`src/servo_od_pkg.sv`:
```
/*
 * Constants shared by the servo drive object-dictionary bank: entry
 * indices, field positions, command codes, state encodings and link timing.
 * Assumes a single 10 MHz drive clock.
 */
package servo_od_pkg;

    // object-dictionary indices
    localparam logic [15:0] IDX_POS_KI       = 16'h2020;
    localparam logic [15:0] IDX_POS_KP       = 16'h2022;
    localparam logic [15:0] IDX_VEL_KI       = 16'h2026;
    localparam logic [15:0] IDX_VEL_KP       = 16'h2027;
    localparam logic [15:0] IDX_TEMPERATURE  = 16'h2044;
    localparam logic [15:0] IDX_OV_THRESH    = 16'h20a1;
    localparam logic [15:0] IDX_PWM_FREQ     = 16'h20b2;
    localparam logic [15:0] IDX_CAL_CMD      = 16'h20be;
    localparam logic [15:0] IDX_CAL_STATUS   = 16'h20c0;
    localparam logic [15:0] IDX_UV_THRESH    = 16'h20cf;
    localparam logic [15:0] IDX_ANALOG_IN    = 16'h20f2;
    localparam logic [15:0] IDX_FAULTS       = 16'h603f;

    localparam int          GAIN_N           = 4;
    localparam logic [15:0] GAIN_IDX [0:3]   = '{IDX_POS_KI, IDX_POS_KP,
                                                 IDX_VEL_KI, IDX_VEL_KP};
    localparam logic [3:0]  GAIN_INT_MASK    = 4'h5;
    localparam logic [31:0] GAIN_RESET       = 32'h00000000;

    // network parameters
    localparam logic [7:0]  NODE_ID_RESET    = 8'h28;
    localparam int          CLK_HZ           = 10_000_000;
    localparam int          BIT_RATE_BPS     = 1_000_000;
    localparam int          BIT_CYCLES       = CLK_HZ / BIT_RATE_BPS;
    localparam logic [3:0]  BIT_CNT_MAX      = 4'(BIT_CYCLES - 1);

    // status word: operation enabled is bits 2:0 set, bits 3 and 6 clear
    localparam logic [15:0] SW_ENABLED_MASK  = 16'h004f;
    localparam logic [15:0] SW_ENABLED_VAL   = 16'h0007;

    // calibration command codes and status error field
    localparam logic [15:0] CMD_NONE         = 16'h0000;
    localparam logic [15:0] CMD_CALIBRATE    = 16'h0001;
    localparam logic [15:0] CMD_ALIGN        = 16'h0002;
    localparam int          CAL_ERR_LSB      = 8;
    localparam int          CAL_ERR_MSB      = 11;
    localparam logic [3:0]  CAL_ERR_RESET    = 4'h0;

    localparam int          FAULT_ENC_BIT    = 9;
    localparam logic [15:0] TEMPERATURE_VAL  = 16'h0000;

    // single-precision exponent field
    localparam int          FLT_EXP_LSB      = 23;
    localparam int          FLT_EXP_MSB      = 30;

    typedef enum logic [2:0] {
        CAL_IDLE  = 3'b001,
        CAL_RUN   = 3'b010,
        CAL_ALIGN = 3'b100
    } cal_state_t;

endpackage

```
`src/servo_od_bank.sv`:
```
/*
 * Object-dictionary bank of the servo drive: loop gains with deferred
 * transfer, fixed readouts, voltage fault detection, analog reading,
 * encoder calibration sequencing and the present-fault entry.
 * Assumes the CANopen stack presents one entry access at a time on the
 * od_* port, synchronous to ref_clk, and that all inputs are synchronous.
 */
// Summary of operation
// RL1: the link runs at one megabit per second, ten drive clocks a bit.
// RL2: after reset the node identifier is 0x28 until it is reconfigured.
// RL3: gain writes reach the active loops only while the drive is disabled.
// RL4: integral gains are written unscaled and scaled here by sample rate.
// RL5: the signed temperature entry always reads zero.
// RL6: the pwm frequency entry reports the center-aligned switching rate.
// RL7: command 0 does nothing, 1 starts calibration, 2 starts alignment.
// RL8: calibration errors sit one per bit from bit 8 to bit 11.
// RL9: supply above the over-voltage threshold raises a fault; here it trips only above 37072 mV while the entry reads 37.0 V.
// RL10: supply below the under-voltage threshold raises a fault.
// RL11: the analog entry holds the latest conversion in millivolts.
// RL12: the fault entry shows present faults, encoder fault on bit 9.
// RL13: the drive is enabled only in operation-enabled status.
// RL14: writes to read-only entries are ignored, undefined bits read zero.
// RL15: gains written while enabled wait and apply once enable drops.
`timescale 1ns/1ps

module servo_od_bank #(
    parameter logic [31:0] PWM_FREQ_HZ   = 32'h00004e20,
    parameter logic [31:0] OV_THRESH_FLT = 32'h42140000,
    parameter logic [31:0] UV_THRESH_FLT = 32'h41100000,
    parameter logic [15:0] OV_MV         = 16'h90d0,
    parameter logic [15:0] UV_MV         = 16'h2328,
    parameter logic [7:0]  SAMPLE_SHIFT  = 8'h0d
) (
    input  wire logic        ref_clk,
    input  wire logic        nrst,
    input  wire logic [15:0] od_index,
    input  wire logic        od_rd,
    input  wire logic        od_wr,
    input  wire logic [31:0] od_wdata,
    output logic      [31:0] od_rdata_q,
    output logic             od_ack_q,
    output logic             od_err_q,
    input  wire logic        node_id_load,
    input  wire logic [7:0]  node_id_new,
    output logic      [7:0]  node_id_q,
    output logic             can_bit_tick_q,
    input  wire logic [15:0] statusword,
    output logic             drive_enabled_q,
    output logic      [31:0] pos_ki_q,
    output logic      [31:0] pos_kp_q,
    output logic      [31:0] vel_ki_q,
    output logic      [31:0] vel_kp_q,
    input  wire logic        supply_valid,
    input  wire logic [15:0] supply_mv,
    output logic             ov_fault_q,
    output logic             uv_fault_q,
    input  wire logic        adc_valid,
    input  wire logic [15:0] adc_mv,
    input  wire logic        encoder_fault,
    output logic             cal_start_q,
    output logic             align_start_q,
    input  wire logic        cal_done,
    input  wire logic [3:0]  cal_errors
);

    logic [3:0]                bit_cnt_q;
    logic [31:0]               wr_gain_q  [0:3];
    logic [31:0]               act_gain_q [0:3];
    logic [3:0]                pend_q;
    logic [3:0]                gain_hit;
    logic                      en_now;
    logic [15:0]               analog_q;
    logic                      enc_fault_q;
    logic [15:0]               cal_cmd_q;
    logic [3:0]                cal_err_q;
    servo_od_pkg::cal_state_t  cal_state_q;
    logic                      cmd_wr;
    logic [15:0]               cal_status;
    logic [15:0]               fault_word;
    logic [31:0]               rd_val;
    logic                      rd_known;
    logic                      rd_only;

    // status bits other than 11:8, the documented error field, stay zero
    assign en_now = (statusword & servo_od_pkg::SW_ENABLED_MASK)
                    == servo_od_pkg::SW_ENABLED_VAL;              // see RL13
    assign cmd_wr = od_wr && od_index == servo_od_pkg::IDX_CAL_CMD;

    always_comb begin
        cal_status = 16'h0000;
        cal_status[servo_od_pkg::CAL_ERR_MSB:servo_od_pkg::CAL_ERR_LSB] =
            cal_err_q;                                            // see RL8
        fault_word = 16'h0000;
        fault_word[servo_od_pkg::FAULT_ENC_BIT] = enc_fault_q;    // see RL12
    end

    // multiplying by the sample period 2^-SAMPLE_SHIFT is an exponent
    // subtraction; values that would underflow flush to zero
    function automatic logic [31:0] scale_ki(input logic [31:0] g);
        logic [7:0] e;
        e = g[servo_od_pkg::FLT_EXP_MSB:servo_od_pkg::FLT_EXP_LSB];
        scale_ki = g;
        if (e <= SAMPLE_SHIFT) begin
            scale_ki = 32'h00000000;
        end else begin
            scale_ki[servo_od_pkg::FLT_EXP_MSB:servo_od_pkg::FLT_EXP_LSB] =
                e - SAMPLE_SHIFT;
        end
    endfunction

    always_ff @(posedge ref_clk) begin
        if (!nrst) begin
            node_id_q <= servo_od_pkg::NODE_ID_RESET;             // see RL2
        end else if (node_id_load) begin
            node_id_q <= node_id_new;
        end
    end

    always_ff @(posedge ref_clk) begin
        if (!nrst) begin
            bit_cnt_q      <= 4'h0;
            can_bit_tick_q <= 1'b0;
        end else begin
            can_bit_tick_q <= bit_cnt_q == servo_od_pkg::BIT_CNT_MAX;
            if (bit_cnt_q == servo_od_pkg::BIT_CNT_MAX) begin     // see RL1
                bit_cnt_q <= 4'h0;
            end else begin
                bit_cnt_q <= bit_cnt_q + 4'h1;
            end
        end
    end

    always_ff @(posedge ref_clk) begin
        if (!nrst) begin
            drive_enabled_q <= 1'b0;
        end else begin
            drive_enabled_q <= en_now;
        end
    end

    genvar gi;
    generate
        for (gi = 0; gi < servo_od_pkg::GAIN_N; gi++) begin : g_gain
            assign gain_hit[gi] =
                od_wr && od_index == servo_od_pkg::GAIN_IDX[gi];
            always_ff @(posedge ref_clk) begin
                if (!nrst) begin
                    wr_gain_q[gi]  <= servo_od_pkg::GAIN_RESET;
                    act_gain_q[gi] <= servo_od_pkg::GAIN_RESET;
                    pend_q[gi]     <= 1'b0;
                end else begin
                    if (gain_hit[gi]) begin
                        wr_gain_q[gi] <= od_wdata;
                    end
                    // a new write wins over the transfer in the same cycle
                    if (gain_hit[gi]) begin
                        pend_q[gi] <= 1'b1;                       // see RL15
                    end else if (pend_q[gi] && !en_now) begin     // see RL3
                        pend_q[gi] <= 1'b0;
                    end
                    if (pend_q[gi] && !en_now) begin
                        if (servo_od_pkg::GAIN_INT_MASK[gi]) begin // see RL4
                            act_gain_q[gi] <= scale_ki(wr_gain_q[gi]);
                        end else begin
                            act_gain_q[gi] <= wr_gain_q[gi];
                        end
                    end
                end
            end
        end
    endgenerate

    assign pos_ki_q = act_gain_q[0];
    assign pos_kp_q = act_gain_q[1];
    assign vel_ki_q = act_gain_q[2];
    assign vel_kp_q = act_gain_q[3];

    always_ff @(posedge ref_clk) begin
        if (!nrst) begin
            ov_fault_q <= 1'b0;
            uv_fault_q <= 1'b0;
        end else if (supply_valid) begin
            ov_fault_q <= supply_mv > OV_MV;                      // see RL9
            uv_fault_q <= supply_mv < UV_MV;                      // see RL10
        end
    end

    always_ff @(posedge ref_clk) begin
        if (!nrst) begin
            analog_q    <= 16'h0000;
            enc_fault_q <= 1'b0;
        end else begin
            enc_fault_q <= encoder_fault;                         // see RL12
            if (adc_valid) begin
                analog_q <= adc_mv;                               // see RL11
            end
        end
    end

    // commands arriving while a sequence runs are stored but not started
    always_ff @(posedge ref_clk) begin
        if (!nrst) begin
            cal_state_q   <= servo_od_pkg::CAL_IDLE;
            cal_cmd_q     <= servo_od_pkg::CMD_NONE;
            cal_err_q     <= servo_od_pkg::CAL_ERR_RESET;
            cal_start_q   <= 1'b0;
            align_start_q <= 1'b0;
        end else begin
            cal_start_q   <= 1'b0;
            align_start_q <= 1'b0;
            if (cmd_wr) begin
                cal_cmd_q <= od_wdata[15:0];
            end else if (cal_done &&
                         cal_state_q != servo_od_pkg::CAL_IDLE) begin
                cal_cmd_q <= servo_od_pkg::CMD_NONE;
            end
            case (cal_state_q)
                servo_od_pkg::CAL_IDLE: begin
                    if (cmd_wr && od_wdata[15:0] ==
                        servo_od_pkg::CMD_CALIBRATE) begin        // see RL7
                        cal_state_q <= servo_od_pkg::CAL_RUN;
                        cal_start_q <= 1'b1;
                        cal_err_q   <= servo_od_pkg::CAL_ERR_RESET;
                    end else if (cmd_wr && od_wdata[15:0] ==
                        servo_od_pkg::CMD_ALIGN) begin            // see RL7
                        cal_state_q   <= servo_od_pkg::CAL_ALIGN;
                        align_start_q <= 1'b1;
                        cal_err_q     <= servo_od_pkg::CAL_ERR_RESET;
                    end
                end
                servo_od_pkg::CAL_RUN,
                servo_od_pkg::CAL_ALIGN: begin
                    if (cal_done) begin
                        cal_state_q <= servo_od_pkg::CAL_IDLE;
                        cal_err_q   <= cal_errors;                // see RL8
                    end
                end
                default: begin
                    cal_state_q <= servo_od_pkg::CAL_IDLE;
                end
            endcase
        end
    end

    always_comb begin
        rd_val   = 32'h00000000;
        rd_known = 1'b1;
        rd_only  = 1'b1;
        case (od_index)
            servo_od_pkg::IDX_POS_KI: begin
                rd_val  = wr_gain_q[0];
                rd_only = 1'b0;
            end
            servo_od_pkg::IDX_POS_KP: begin
                rd_val  = wr_gain_q[1];
                rd_only = 1'b0;
            end
            servo_od_pkg::IDX_VEL_KI: begin
                rd_val  = wr_gain_q[2];
                rd_only = 1'b0;
            end
            servo_od_pkg::IDX_VEL_KP: begin
                rd_val  = wr_gain_q[3];
                rd_only = 1'b0;
            end
            servo_od_pkg::IDX_TEMPERATURE: begin
                rd_val = {16'h0000, servo_od_pkg::TEMPERATURE_VAL}; // see RL5
            end
            servo_od_pkg::IDX_OV_THRESH: begin
                rd_val = OV_THRESH_FLT;                           // see RL9
            end
            servo_od_pkg::IDX_PWM_FREQ: begin
                rd_val = PWM_FREQ_HZ;                             // see RL6
            end
            servo_od_pkg::IDX_CAL_CMD: begin
                rd_val  = {16'h0000, cal_cmd_q};
                rd_only = 1'b0;
            end
            servo_od_pkg::IDX_CAL_STATUS: begin
                rd_val = {16'h0000, cal_status};                  // see RL14
            end
            servo_od_pkg::IDX_UV_THRESH: begin
                rd_val = UV_THRESH_FLT;                           // see RL10
            end
            servo_od_pkg::IDX_ANALOG_IN: begin
                rd_val = {16'h0000, analog_q};                    // see RL11
            end
            servo_od_pkg::IDX_FAULTS: begin
                rd_val = {16'h0000, fault_word};                  // see RL14
            end
            default: begin
                rd_known = 1'b0;
            end
        endcase
    end

    // a write to a read-only entry changes nothing but is flagged
    always_ff @(posedge ref_clk) begin
        if (!nrst) begin
            od_rdata_q <= 32'h00000000;
            od_ack_q   <= 1'b0;
            od_err_q   <= 1'b0;
        end else begin
            od_ack_q <= od_rd || od_wr;
            od_err_q <= (od_rd || od_wr) &&
                        (!rd_known || (od_wr && rd_only));        // see RL14
            if (od_rd) begin
                od_rdata_q <= rd_val;
            end
        end
    end
endmodule // servo_od_bank

```
`config.mk`:
```
export PLATFORM = sky130hd
export DESIGN_NAME = servo_od_bank
export DESIGN_NICKNAME = d
export VERILOG_FILES = /design/src/servo_od_pkg.sv /design/src/servo_od_bank.sv
export SDC_FILE = /design/constraint.sdc
export NUM_CORES = 1
export LEC_CHECK = 0
export BUFFER_PORTS_ARGS = -buffer_cell sky130_fd_sc_hd__buf_4
export CELL_PAD_IN_SITES_DETAIL_PLACEMENT = 1
export CELL_PAD_IN_SITES_GLOBAL_PLACEMENT = 1
export CORE_UTILIZATION = 46
export CTS_BUF_LIST = sky130_fd_sc_hd__clkbuf_2
export CTS_CLUSTER_SIZE = 8
export DETAILED_ROUTE_END_ITERATION = 6
export GPL_ROUTABILITY_DRIVEN = 0
export HOLD_SLACK_MARGIN = 0.02
export PLACE_DENSITY_LB_ADDON = 0.25
export SLEW_MARGIN = 20
export SYNTH_ARGS = -nofsm -noshare
export SYNTH_HDL_FRONTEND = slang
export SYNTH_SLANG_ARGS = --single-unit
export TNS_END_PERCENT = 10
```
`constraint.sdc`:
```
create_clock -name ref_clk -period 3.4 [get_ports ref_clk]
set_input_delay 0.51 -clock ref_clk [delete_from_list [all_inputs] [get_ports ref_clk]]
set_output_delay 0.51 -clock ref_clk [all_outputs]
set_load 0.05 [all_outputs]
```
-- Yosys cells after proc, flatten, opt, wreduce, memory -nomap -nowiden
Memories as Yosys holds them, arrays and structs flattened.
Index checks and enable logic that the tools add are counted.
- bits in registers: 96
- logic and storage cells: 167
- memories kept: 2
- input bits: 117
- output and inout bits: 176
- memory bits (writable): 256
- bitwise logic cells: 10
- eq/ne operators: 22
- magnitude comparators: 4
- reductions and logical operators: 32
- add/subtract/negate cells: 3
- multiplexer cells: 74
- memory list (name ; depth ; width ; rd ports ; clocked after memory_dff ; write ports ; line ; RTL):
    act_gain_q ; 4 ; 32 ; 4 ; 0 ; 4 ; servo_od_bank.sv:68 ; logic [31:0] act_gain_q [0:3];
    wr_gain_q ; 4 ; 32 ; 4 ; 0 ; 4 ; servo_od_bank.sv:67 ; logic [31:0] wr_gain_q [0:3];
- operators by type and width (cell ; count):
    one-hot mux 32 bit (11 select lines) ; 1
    two-way mux 32 bit ; 8
    equality test 16 x 14 -> 1 bit (second input constant) ; 11
    two-way mux 23 bit ; 6
    two-way mux 8 bit ; 6
    two-way mux 1 bit ; 43
    two-way mux 16 bit ; 2
    equality test 16 x 1 -> 1 bit (second input constant) ; 1
    equality test 16 x 15 -> 1 bit (second input constant) ; 1
    equality test 16 x 2 -> 1 bit (second input constant) ; 1
    > comparator 16 bit (second input constant) ; 1
    <= comparator 8 x 4 -> 1 bit (second input constant) ; 2
    less-than comparator 16 x 14 -> 1 bit (second input constant) ; 1
    subtractor 8 x 4 -> 8 bit (second input constant) ; 2
    logical AND 1 bit ; 14
    two-way mux 4 bit ; 3
    nonzero test 2 bit ; 6
    OR reduction 12 bit ; 1
    two-way mux 3 bit ; 3
    bitwise OR 1 bit ; 8
    one-hot mux 4 bit (2 select lines) ; 1
    one-hot mux 3 bit (2 select lines) ; 1
    equality test 5 x 3 -> 1 bit (second input constant) ; 1
    OR reduction 5 bit ; 1
    15 further kinds ; 20

-- Longest topological paths before layout
Gate-level depths: netlist of run 1.
- word-level depth: 7
- gate-level depth with buffers: 9
- mapped depth without buffers: 6

-- Worst setup path after synthesis of run 1
No wires, ideal clock.
- kind: in2reg
- start: input port od_index[9]
- end: memory wr_gain_q[1][0], enable pin
- path slack: 335 ps
- buffers on the path: 2
- required time: 3011 ps
- setup time: 389 ps
- arrival time: 2676 ps
- stages: 7
- path through: nor4_1 -> nand3_1 -> nor4_1 -> buf_2 -> buf_2 -> nand2_1 -> nand2_1
- RTL lines (item ; line ; RTL):
    start: declaration ; servo_od_bank.sv:36 ; input wire logic [15:0] od_index,
    end: declaration ; servo_od_bank.sv:67 ;

-- Final worst setup path of run 1
- start: input port od_wdata[4]
- end: register cal_state_q[0]
- word-level cells in the longest chain between the ends: 4
- elaborated cells on any way between the ends: 8
- those cells by class: eq/ne: 3; mux: 2; reduce/logical: 3
- ends and longest elaborated chain (item ; line ; RTL):
    start: declaration ; servo_od_bank.sv:39 ; input wire logic [31:0] od_wdata,
    equality test 16 x 1 -> 1 bit / equality test 16 x 2 -> 1 bit (equally long branches) ; servo_od_bank.sv:219, servo_od_bank.sv:224 ;
    logical AND 1 bit (on tied branches) ; servo_od_bank.sv:219, servo_od_bank.sv:224 ;
    two-way mux 3 bit / inequality test 3 bit (equally long branches) ; n/a ;
    one-hot mux 3 bit (2 select lines) / AND reduction 2 bit (equally long branches) ; n/a ;
    end signal: assignment ; servo_od_bank.sv:221 ; cal_state_q <= servo_od_pkg::CAL_RUN;
    end signal: assignment ; servo_od_bank.sv:226 ; cal_state_q <= servo_od_pkg::CAL_ALIGN;
    end signal: assignment ; servo_od_bank.sv:234 ; cal_state_q <= servo_od_pkg::CAL_IDLE;
    end: declaration ; servo_od_bank.sv:76 ; servo_od_pkg::cal_state_t cal_state_q;
Several ways; a longest one is shown, not always the timed one.
A chain may end at the register's enable or synchronous reset.

==> metrics.md, run 1 <==
| Metric | Value |
|---|---|
| Vias | `around 12,000` |
| PwrDens | `466.7 nW/um2` |
| Net Sw Power | `between 2 and 2.5 mW` |
| Vias in the first global route | `~12,000` |
| Initial core utilization | `47.03%` |
| Most used DFF post-synth | `edfxtp_1` |
| CTS tree | `built` |
| Layout Skew | `0.08557 ns` |
| CP endpoint kind | `register` |
| Worst setup path start | `od_wdata[4]` |
| Distinct cells, synth | `between 50 and 60` |
| Reg2reg start | `wr_gain_q[0][23]$_SDFFCE_PN0P_` |
| Critical Path RT | `approximately 4.2 ns` |
| IO Port Bufs | `about 280` |
| Wire length of the first global-routing pass | `~73,000 um` |
| HP Class | `in2reg` |
| Nets | `roughly 1,700` |
| Initial antenna violation count | `5` |
| Avg Vias per Cell | `roughly 5.7` |
| Post-Synth Adder-Cell Area | `less than 1%` |
| Mapped Cells | `between 1,000 and 1,500` |
| Final worst path period need | `2.443 ns` |
| Syn Std Cell Area | `approximately 14,000 um2` |
| I/O pins | `between 200 and 300` |
| CTS Buf Count | `88` |
| Yosys warns | `0` |
| Logic pwr share | `a little over a tenth` |
| Largest family of logic cells by synthesized area | `simple AND/OR/NAND/NOR gates` |
| Setup TNS | `0 ns` |
| Global Route Usage Sum | `about a third` |
| Overflow after GRT | `0` |
| CTS root buffer | `clkbuf_2` |
| FF-to-FF End | `act_gain_q[0][8]$_SDFFCE_PP0P_` |
| Post-route setup slack | `approximately 0.96 ns` |
| Post-synthesis xor/xnor area fraction | `less than 1%` |
| VDD IR-drop max | `~220 uV` |
| Number of synthesized register bits | `between 300 and 400` |
| Gates resized, CTS repair | `0` |
| Worst Path Class, Setup | `in2reg` |
| Outcome | `finished, violations left` |
| Wirelength per Cell | `24.85 um` |
| Clock Power Share | `34.5%` |
| Util after Layout | `between 60 and 70%` |
| H-Tree Depth | `3` |
| Die area | `32,150 um2` |
| Slew HR | `~30%` |
| Syn-to-layout area delta | `30.80%` |
| Power Internal | `around 6.4 mW` |
| Compound-cell area share of the yosys netlist | `8.911%` |
| FF-to-FF path depth | `7` |
| Mux contribution to synthesized area | `between 2 and 3%` |
| Reg clk slew, reported paths | `~0.1 ns` |
| CP arrival | `approximately 3.2 ns` |
| Pin count of the biggest net entering global routing | `39` |
| Pre-CTS setup slack | `approximately 0.40 ns` |
| Antenna viol nets, final | `0` |
| Die Height | `between 150 and 200 um` |
| Net Count, Synth | `1,249` |
| Final hold viol count | `0` |
| Fmax | `roughly 400 MHz` |
| Max clock buf depth | `3` |
| Remaining DRCs | `between 70 and 80` |
| # Post-CTS Setup Buffers | `0` |
| CP Max Fanout | `6` |
| Sw Share | `28.04%` |
| Clk_lat worst skew | `0.91 ns` |
| Placed cell count | `about 1,800` |
| Layout cells sized above 1 | `~32%` |
| DR pass1 iterations | `7` |
| RSZ-0062 raised after global routing | `no` |
| Worst setup endpoint | `cal_state_q[0]$_SDFFE_PN1P_` |
| Horiz. Die Dim | `between 150 and 200 um` |
| Synth Area in Simple Gates | `18.66%` |
| Mean Syn Cell Area | `roughly 13 um2` |
| Total power | `8.829 mW` |
| Failing checks | `DRC` |
| Startpoint types | `input port` |
| Async SR Flop Fraction | `0%` |
| Max capacitance violation total | `0` |
| Post-Route WL | `between 50,000 and 60,000 um` |
| Core ar. | `30,750 um2` |
| Fin. max-slew vios | `0` |
| Seq pwr share | `55.1%` |
| Hold Buf Count CTS | `a little under 80` |
| # setup viols final | `0` |
| Final Cycle Share | `between 70 and 80%` |
| Fin cells | `a little over 2,000` |
| DP HPWL | `about 33,000 um` |
| Num rows | `64` |
| Sequential share of the synthesized area | `66.44%` |
| R2R Setup Slk | `about 1.1 ns` |
| Number of flops mapped to enable cells by yosys | `256` |
| Drt initial violations | `approximately 1,200` |
| Static Leakage | `approximately 7.8 nW` |
| Clock sink total | `352` |
| Least-Margin Pin Slew | `approximately 1.1 ns` |
==> state kept, by name (all words and copies together), names as in the netlist, 3 cells and up <==
signal       count
cal_err_q        4
analog_q        16
od_rdata_q      32
cal_state_q      3
wr_gain_q      128
pend_q           4
bit_cnt_q        4
node_id_q        8
act_gain_q     128
cal_cmd_q       16
==> stage by stage <==
step | cell area, um2 | hold slack (ns)
3_3_place_gp | 17260 | 0.4444
6_report | 18920 | 0.09862
3_5_place_dp | 17260 | 0.4511
2_1_floorplan | 14460 | 0.4332
4_1_cts | 18900 | 0.02339
5_1_grt | 18910 | 0.04944
==> cell usage after synthesis (7+ instances only) <==
library cell | count | area share, %
xnor2_1 | 7 | 0.42
a222oi_1 | 19 | 1.3
clkbuf_1 | 52 | 1.3
dfxtp_1 | 96 | 13
nand2b_1 | 7 | 0.30
nor3_1 | 8 | 0.28
nor2_1 | 92 | 2.4
a31oi_1 | 9 | 0.39
inv_1 | 10 | 0.26
and2_1 | 179 | 7.7
o21ai_0 | 21 | 0.73
nor4_1 | 12 | 0.52
a211oi_2 | 10 | 0.87
a21oi_1 | 14 | 0.48
mux2_2 | 11 | 0.86
a221oi_1 | 22 | 1.3
and3_1 | 74 | 3.2
nand2_1 | 60 | 1.6
a22oi_1 | 22 | 1.1
mux2i_1 | 24 | 1.7
edfxtp_1 | 256 | 53
a22o_1 | 19 | 1.2
a211oi_1 | 7 | 0.36
buf_2 | 10 | 0.35
==> how the worst min path moves through the flow <==
stage / from / to / depth (start not counted)
CTS: nrst / od_rdata_q[22]$_SDFFE_PN0P_ / 3
global placement: bit_cnt_q[0]$_SDFF_PP0_ / bit_cnt_q[0]$_SDFF_PP0_ / 1
global route: adc_valid / analog_q[6]$_SDFFE_PN0P_ / 3
finish: adc_valid / analog_q[5]$_SDFFE_PN0P_ / 3
floorplan: bit_cnt_q[0]$_SDFF_PP0_ / bit_cnt_q[0]$_SDFF_PP0_ / 1
detailed placement: od_rdata_q[16]$_SDFFE_PN0P_ / od_rdata_q[16]$_SDFFE_PN0P_ / 2
==> routing by layer <==
layer	wire length, um	global-route usage (%)
met5	43	0
met3	4625	7.231
met1	19400	38.80
met2	24780	52.90
met4	1540	12.85
==> kinds of logic (layout without fill, tap and decap cells) <==
| kind of cell | count (synthesis) | count (layout) |
|---|---|---|
| buffers and inverters | 77 | 579 |
| flip-flops | 352 | 352 |
| adder cells (fa/ha/maj) | 6 | 6 |
| other | 0 | 4 |
| XOR/XNOR | 13 | 13 |
| AND/OR/NAND/NOR | 479 | 479 |
| AO/OA/AOI/OAI | 164 | 164 |
| multiplexers | 35 | 35 |
==> critical path: stages <==
cell and delay, ns:
dlygate4sd3_1 0.56, buf_4 0.17, nor4_1 0.54, and4_1 0.35, nand3_2 0.17, nor3_2 0.27, o21ai_1 0.09, dlygate4sd3_1 0.57
==> power groups by stage <==
stage | logic (mW) | registers, mW | clock network, mW
after floorplan | 0.193 | 5.19 | 0
after global placement | 0.816 | 4.94 | 0
after detailed placement | 0.839 | 4.95 | 0
after CTS | 0.918 | 4.86 | 3.10
after global routing | 0.965 | 4.88 | 3.33
final | 0.925 | 4.86 | 3.04
==> placed cells by master, fill, tap and decap left out, types with 21 or more instances in the layout <==
master and n:
buf_4 324, edfxtp_1 256, and2_1 179, clkbuf_2 148, dfxtp_1 96, nor2_1 92
dlygate4sd3_1 78, and3_1 74, nand2_1 52, mux2i_1 24, a221oi_1 22, a22oi_1 22
o21ai_0 21
==> area by class of cell <==
class,instances,area [um2]
Fill cell,3231,11830
Sequential cell,352,9609
Multi-Input combinational cell,697,4612
Timing Repair Buffer,406,3293
Clock buffer,148,740.7
Tap cell,396,495.5
Clock inverter,15,118.9
Inverter,10,37.54
Antenna cell,4,10.01
No activity file was read; power rests on OpenSTA's default activity.
==> run 2, diff against run 1 <==
- CORE_UTILIZATION: 46 -> 41
- clock period: 3.4 -> 2.1 ns (I/O delays scaled with it)
==> run 2 against run 1 <==
Net effect: the flow still finishes with violations (DRC); via count increased by 3.1%; highest routed layer unchanged; hold slack improved by 0.022 ns; register-to-register slack worse by 0.97 ns; power is 65% higher; first-iteration DRC count is 16% lower; critical endpoint is now ov_fault_q$_SDFFE_PN0P_; largest cell class unchanged; sequential share of layout area down 3.7 points; setup slack worse by 0.95 ns; clock skew shrank 0.00064 ns.
==> metrics.md, run 2 (synthesis results as in run 1) <==
| Metric | Value |
|---|---|
| Multi-input logic area | `4683 um2 (was 4612 um2)` |
| Max clock buf depth | `3 (unchanged)` |
| Drt initial violations | `975 (was 1,162)` |
| CP endpoint kind | `register (unchanged)` |
| R2R Setup Slk | `0.11 ns (was 1.08 ns)` |
| WL met2 | `25,770 um (was 24,780 um)` |
| CP top delay family | `buffers and inverters (was simple AND/OR/NAND/NOR gates)` |
| HP Class | `in2reg (unchanged)` |
| Syn-to-layout area delta | `41.03% (was 30.80%)` |
| Overflow after GRT | `0 (unchanged)` |
| CTS root buffer | `clkbuf_2 (unchanged)` |
| Die area | `36,030 um2 (was 32,150 um2)` |
| Final Cycle Share | `99.64%` |
| Reg2reg start | `wr_gain_q[0][24]$_SDFFCE_PN0P_ (was wr_gain_q[0][23]$_SDFFCE_PN0P_)` |
| Wirelength per Cell | `23.46 um (was 24.85 um)` |
| Filler cells | `3,625 (was 3,231)` |
| Max capacitance violation total | `0 (unchanged)` |
| Reg clk slew, reported paths | `0.12 ns (was 0.10 ns)` |
| Clk_lat worst skew | `0.96 ns (was 0.91 ns)` |
| Horiz. Die Dim | `189.8 um (was 179.3 um)` |
| Final hold viol count | `0 (unchanged)` |
| CP arrival | `2.93 ns (was 3.23 ns)` |
| Wl on met1 | `21,050 um (was 19,400 um)` |
| Least-Margin Pin Slew | `0.8637 ns (was 1.056 ns)` |
| IO Port Bufs | `281 (unchanged)` |
| Avg Vias per Cell | `5.401 (was 5.742)` |
| Failing checks | `DRC (unchanged)` |
| FF+latch area | `9609 um2 (unchanged)` |
| Critical path cell sequence | `buf_4 > or4_1 > a21oi_1 > o21ai_1 > a211o_1 > nand3_1 > dlygate4sd3_1 > a21oi_1 > dlygate4sd3_1 (was dlygate4sd3_1 > buf_4 > nor4_1 > and4_1 > nand3_2 > nor3_2 > o21ai_1 > dlygate4sd3_1)` |
| Post-Route WL | `52,160 um (was 50,390 um)` |
| Vias in the first global route | `12,889 (was 12,479)` |
| Nets | `1,809 (was 1,678)` |
| Most frequent cells in the layout | `buf_4 (387), edfxtp_1 (256), and2_1 (179) (was buf_4 (324), edfxtp_1 (256), and2_1 (179))` |
| FF-to-FF End | `act_gain_q[0][0]$_SDFFCE_PP0P_ (was act_gain_q[0][8]$_SDFFCE_PP0P_)` |
| Power Internal | `10.41 mW (was 6.354 mW)` |
| Hold Startpoint | `od_index[6] (was adc_valid)` |
| Fmax | `~480 MHz` |
| Vias | `12,007 (was 11,645)` |
| Net Sw Power | `4.187 mW (was 2.475 mW)` |
| Antenna viol nets, final | `0 (unchanged)` |
| DR pass1 iterations | `7 (unchanged)` |
| Clock sink total | `352 (unchanged)` |
| Crit path buffers/inverters | `3 (unchanged)` |
| VDD IR-drop max | `411.9 uV (was 223.0 uV)` |
| CP Max Fanout | `1 (was 6)` |
| Fin. max-slew vios | `0 (unchanged)` |
| Initial antenna violation count | `4 (was 5)` |
| Sw Share | `28.69% (was 28.04%)` |
| Met3 wire len | `3940 um (was 4625 um)` |
| Slew HR | `42.42% (was 29.38%)` |
| # setup viols final | `0 (unchanged)` |
| Placed cell areas | `18,170 um2 (was 17,260 um2)` |
| Fin cells | `2,223 (was 2,028)` |
| Global Route Usage Sum | `29.03% (was 31.38%)` |
| Worst Hold Path EP | `od_rdata_q[8]$_SDFFE_PN0P_ (was analog_q[5]$_SDFFE_PN0P_)` |
| PwrDens | `715.6 nW/um2 (was 466.7 nW/um2)` |
| Clock Power Share | `34.5% (about the same)` |
| Static Leakage | `8.545 nW (was 7.840 nW)` |
| Seq pwr share | `53.9% (was 55.1%)` |
| FF-to-FF path depth | `7 (unchanged)` |
| Core ar. | `34,630 um2 (was 30,750 um2)` |
| Hold_ws | `0.1202 ns (was 0.09862 ns)` |
| Outcome | `finished, violations left (unchanged)` |
| H-Tree Depth | `3 (unchanged)` |
| Top Registers | `act_gain_q (128), wr_gain_q (128), od_rdata_q (32) (unchanged)` |
| Pin count of the biggest net entering global routing | `65 (was 39)` |
| Critical Path RT | `2.93 ns (was 4.18 ns)` |
| Layout cells sized above 1 | `34.32% (was 32.49%)` |
| Startpoint types | `input port (unchanged)` |
| Top Metal Used | `met5 (unchanged)` |
| Die Height | `189.8 um (was 179.3 um)` |
| Worst Path Class, Setup | `in2reg (unchanged)` |
| Post-layout instance area | `20,400 um2 (was 18,920 um2)` |
| Num rows | `68 (was 64)` |
| Layout Skew | `0.08493 ns (was 0.08557 ns)` |
| Commonest non-fill, non-tap cell in the layout | `buf_4 (unchanged)` |
| DP HPWL | `34,380 um (was 33,080 um)` |
| Final worst path period need | `~2.1 ns` |
| CP max stage delay | `0.59 ns (was 0.57 ns)` |
| Remaining DRCs | `1 (was 72)` |
| Logic pwr share | `11.6% (was 10.5%)` |
| Initial core utilization | `41.77% (was 47.03%)` |
| Worst Hold Depth | `7 (was 3)` |
| CTS Buf Count | `91 (was 88)` |
| I/O pins | `293 (unchanged)` |
| Setup TNS | `0 ns (unchanged)` |
| CTS tree | `built (unchanged)` |
| CP max stage cell | `dlygate4sd3_1 (unchanged)` |
| Placed cell count | `1,918 (was 1,783)` |
| Wire length of the first global-routing pass | `77,370 um (was 73,400 um)` |
[run 2: worst max path at each step]
| stage | from | to | slack [ns] | depth (start not counted) |
|---|---|---|---|---|
| floorplan | od_index[0] | wr_gain_q[0][0]$_SDFFCE_PN0P_ | -0.24 | 7 |
| global placement | od_index[8] | od_rdata_q[3]$_SDFFE_PN0P_ | -0.37 | 9 |
| detailed placement | od_index[8] | od_rdata_q[4]$_SDFFE_PN0P_ | -0.47 | 9 |
| CTS | od_wdata[12] | cal_err_q[2]$_SDFFE_PN0P_ | 0.001 | 9 |
| global route | od_index[8] | wr_gain_q[1][13]$_SDFFCE_PN0P_ | -0.006 | 10 |
| finish | supply_mv[0] | ov_fault_q$_SDFFE_PN0P_ | 0.008 | 9 |
[run 2: worst register-to-register path: cells and delay by family, from the launching register on]
kind / cells / cell delay, ns
AOI/OAI and AO/OA: 1 / 0.24
DFF: 1 / 0.42
adders and majority gates: 1 / 0.23
buffers and inverters: 2 / 0.31
and+or+nand+nor: 3 / 0.66
[run 2: metal layers]
| layer | vias up | track usage, % |
|---|---|---|
| met2 | 586 | 49.48 |
| li1 | 5368 | - |
| met1 | 5942 | 36.44 |
| met5 | - | 0 |
| met4 | 2 | 10.45 |
| met3 | 109 | 5.977 |
[run 2: stage by stage]
step / power, mW / setup slack [ns] / utilization, %
after floorplan: 8.713 / -0.2355 / -
after global placement: 9.451 / -0.3727 / 52.48
after detailed placement: 9.490 / -0.4687 / 52.48
after CTS: 14.67 / 0.0009923 / 58.72
after global routing: 15.14 / -0.005939 / 58.88
final: 14.60 / 0.007545 / 58.90
[run 2: timing repair]
action,CTS,global route
gates resized for setup,0,8
setup endpoints to repair,0,33
buffers inserted,0,4
hold buffers,126,0
endpoints found under the hold margin,252,0
[run 2: power by group through the flow]
stage | sequential (mW) | combinational [mW] | clock (mW)
final | 7.86 | 1.70 | 5.03
after global routing | 7.89 | 1.78 | 5.48
after CTS | 7.86 | 1.67 | 5.14
after detailed placement | 8.02 | 1.47 | 0
after global placement | 8.01 | 1.44 | 0
after floorplan | 8.39 | 0.319 | 0
[run 2: area by class of cell]
class / instances / area share (%)
clock inverters: 42 / 1.264
repair buffers: 534 / 22.49
well taps: 455 / 2.791
flip-flops and latches: 352 / 47.11
multi-input cells: 697 / 22.96
diodes: 5 / 0.06134
clock buffers: 128 / 3.141
inverters: 10 / 0.1840
==> run 3, diff against run 2 <==
- RECOVER_POWER: unset -> 100
==> run 3 against run 2 <==
Net effect: the run now ends clean; setup slack got worse by 0.0022 ns; first-iteration DRC count decreased by 7.2%; non-clock buffer count unchanged; critical path type unchanged; largest power group unchanged; highest routed layer unchanged.
==> metrics.md, run 3 (synthesis results as in run 1) <==
| Metric | Value |
|---|---|
| Final Cycle Share | `99.74% (was 99.64%)` |
| Placed cell areas | `18,170 um2 (unchanged)` |
| Sw Share | `28.76% (was 28.69%)` |
| Commonest non-fill, non-tap cell in the layout | `buf_4 (unchanged)` |
| Critical path cell sequence | `buf_4 > or4_1 > a21oi_1 > o21ai_1 > a211o_1 > nand3_1 > dlygate4sd3_1 > a21oi_1 > dlygate4sd3_1 (unchanged)` |
| Vias in the first global route | `12,889 (unchanged)` |
| Crit path buffers/inverters | `3 (unchanged)` |
| Pre-CTS setup slack | `-0.4687 ns (unchanged)` |
| CTS tree | `built (unchanged)` |
| Wire length of the first global-routing pass | `77,370 um (unchanged)` |
| Avg Vias per Cell | `5.360 (was 5.401)` |
| IO Port Bufs | `281 (unchanged)` |
| Overflow after GRT | `0 (unchanged)` |
| CP Max Fanout | `1 (unchanged)` |
| Least-Margin Pin Slew | `1.262 ns (was 0.8637 ns)` |
| Clk_lat worst skew | `0.98 ns (was 0.96 ns)` |
| Setup TNS | `0 ns (unchanged)` |
| Logic pwr share | `11.5% (was 11.6%)` |
| CP endpoint kind | `register (unchanged)` |
| Slew HR | `15.86% (was 42.42%)` |
| DR pass1 iterations | `7 (unchanged)` |
| Reg clk slew, reported paths | `0.12 ns (about the same)` |
| Final worst path period need | `2.095 ns (was 2.092 ns)` |
| Fin cells | `2,222 (was 2,223)` |
| CTS Buf Count | `91 (unchanged)` |
| Top Registers | `act_gain_q (128), wr_gain_q (128), od_rdata_q (32) (unchanged)` |
| Max capacitance violation total | `0 (unchanged)` |
| Most frequent cells in the layout | `buf_4 (380), edfxtp_1 (256), and2_1 (179) (was buf_4 (387), edfxtp_1 (256), and2_1 (179))` |
| # setup viols final | `0 (unchanged)` |
| Clock sink total | `352 (unchanged)` |
| Seq pwr share | `53.9% (about the same)` |
| Global Route Usage Sum | `29.03% (unchanged)` |
| CP top delay family | `buffers and inverters (unchanged)` |
| PwrDens | `718.2 nW/um2 (was 715.6 nW/um2)` |
| Filler cells | `3,634 (was 3,625)` |
| Final hold viol count | `0 (unchanged)` |
| Max clock buf depth | `3 (unchanged)` |
| Outcome | `completed (was finished, violations left)` |
| Fin. max-slew vios | `0 (unchanged)` |
| Die Height | `189.8 um (unchanged)` |
| Wirelength per Cell | `23.48 um (was 23.46 um)` |
| H-Tree Depth | `3 (unchanged)` |
| Post-route setup slack | `0.005387 ns (was 0.007545 ns)` |
| Multi-input logic area | `4671 um2 (was 4683 um2)` |
| Post-Route WL | `52,160 um (about the same)` |
| Total power | `14.60 mW (about the same)` |
| Post-layout instance area | `20,330 um2 (was 20,400 um2)` |
| HP Class | `in2reg (unchanged)` |
| CP max stage delay | `0.59 ns (about the same)` |
| FF+latch area | `9609 um2 (unchanged)` |
| Static Leakage | `8.514 nW (was 8.545 nW)` |
| Fmax | `477.4 MHz (was 477.9 MHz)` |
| Antenna viol nets, final | `0 (unchanged)` |
| Core ar. | `34,630 um2 (unchanged)` |
| Worst Path Class, Setup | `in2reg (unchanged)` |
| DP HPWL | `34,380 um (unchanged)` |
| Vias | `11,911 (was 12,007)` |
| VDD IR-drop max | `415.2 uV (was 411.9 uV)` |
| Layout Skew | `0.09668 ns (was 0.08493 ns)` |
| I/O pins | `293 (unchanged)` |
| Initial core utilization | `41.77% (unchanged)` |
| Horiz. Die Dim | `189.8 um (unchanged)` |
| Net Sw Power | `4.199 mW (was 4.187 mW)` |
| Critical Path RT | `2.93 ns (about the same)` |
| Placed cell count | `1,918 (unchanged)` |
| CTS root buffer | `clkbuf_2 (unchanged)` |
| Layout cells sized above 1 | `33.81% (was 34.32%)` |
| Pin count of the biggest net entering global routing | `65 (unchanged)` |
| Num rows | `68 (unchanged)` |
| Remaining DRCs | `0 (was 1)` |
| Initial antenna violation count | `4 (unchanged)` |
| Drt initial violations | `905 (was 975)` |
| Syn-to-layout area delta | `40.56% (was 41.03%)` |
| CP max stage cell | `dlygate4sd3_1 (unchanged)` |
| Clock Power Share | `34.6% (was 34.5%)` |
| Nets | `1,809 (unchanged)` |
| CP arrival | `2.93 ns (about the same)` |
| Startpoint types | `input port (unchanged)` |
| Die area | `36,030 um2 (unchanged)` |
| Power Internal | `10.40 mW (was 10.41 mW)` |
[run 3: path summary, 6_finish.rpt]
kind	slack, ns	cells after the start	end	startpoint
setup / recovery	0.005	9	ov_fault_q$_SDFFE_PN0P_	supply_mv[0]
hold / removal	0.12	7	od_rdata_q[8]$_SDFFE_PN0P_	od_index[6]
setup reg to reg	0.12	7	act_gain_q[0][8]$_SDFFCE_PP0P_	wr_gain_q[0][24]$_SDFFCE_PN0P_
hold reg to reg	0.47	2	od_rdata_q[16]$_SDFFE_PN0P_	od_rdata_q[16]$_SDFFE_PN0P_
[run 3: layout make-up]
type	count	area share (%)
tap	455	2.801
sequential	352	47.27
antenna	4	0.04924
multi-input combinational	697	22.98
inverter	10	0.1846
clock buffer	128	3.151
timing repair buffer	534	22.30
clock inverter	42	1.268
[run 3: layer usage]
layer	global-route usage (%)	wire length, um
met5	0	12
met1	36.44	21070
met4	10.45	1348
met3	5.977	3971
met2	49.48	25760
[run 3: worst min-delay path, cell delays in order]
cell and delay [ns]:
buf_4 0.12, buf_4 0.14, inv_1 0.09, nor4_2 0.07
buf_4 0.17, nand2_1 0.07, a31oi_1 0.07
[run 3: repair_timing]
| item | 4_1_cts | 5_1_grt |
|---|---|---|
| endpoints found under the setup margin | 0 | 33 |
| endpoints found under the hold margin | 252 | 0 |
| setup buffers | 0 | 4 |
| hold buffers | 126 | 0 |
| resized for setup | 0 | 8 |
[run 3: power by group through the flow]
stage	logic [mW]	clock network (mW)	registers (mW)
3_5_place_dp	1.47	0	8.02
6_report	1.69	5.05	7.86
5_1_grt	1.76	5.48	7.89
4_1_cts	1.67	5.14	7.86
3_3_place_gp	1.44	0	8.01
2_1_floorplan	0.319	0	8.39
[run 3: stage by stage]
step | utilization [%] | hold slack [ns]
6_report | 58.70 | 0.1243
3_3_place_gp | 52.48 | 0.4442
2_1_floorplan | - | 0.4332
4_1_cts | 58.72 | 0.05435
5_1_grt | 58.69 | 0.09416
3_5_place_dp | 52.48 | 0.4602
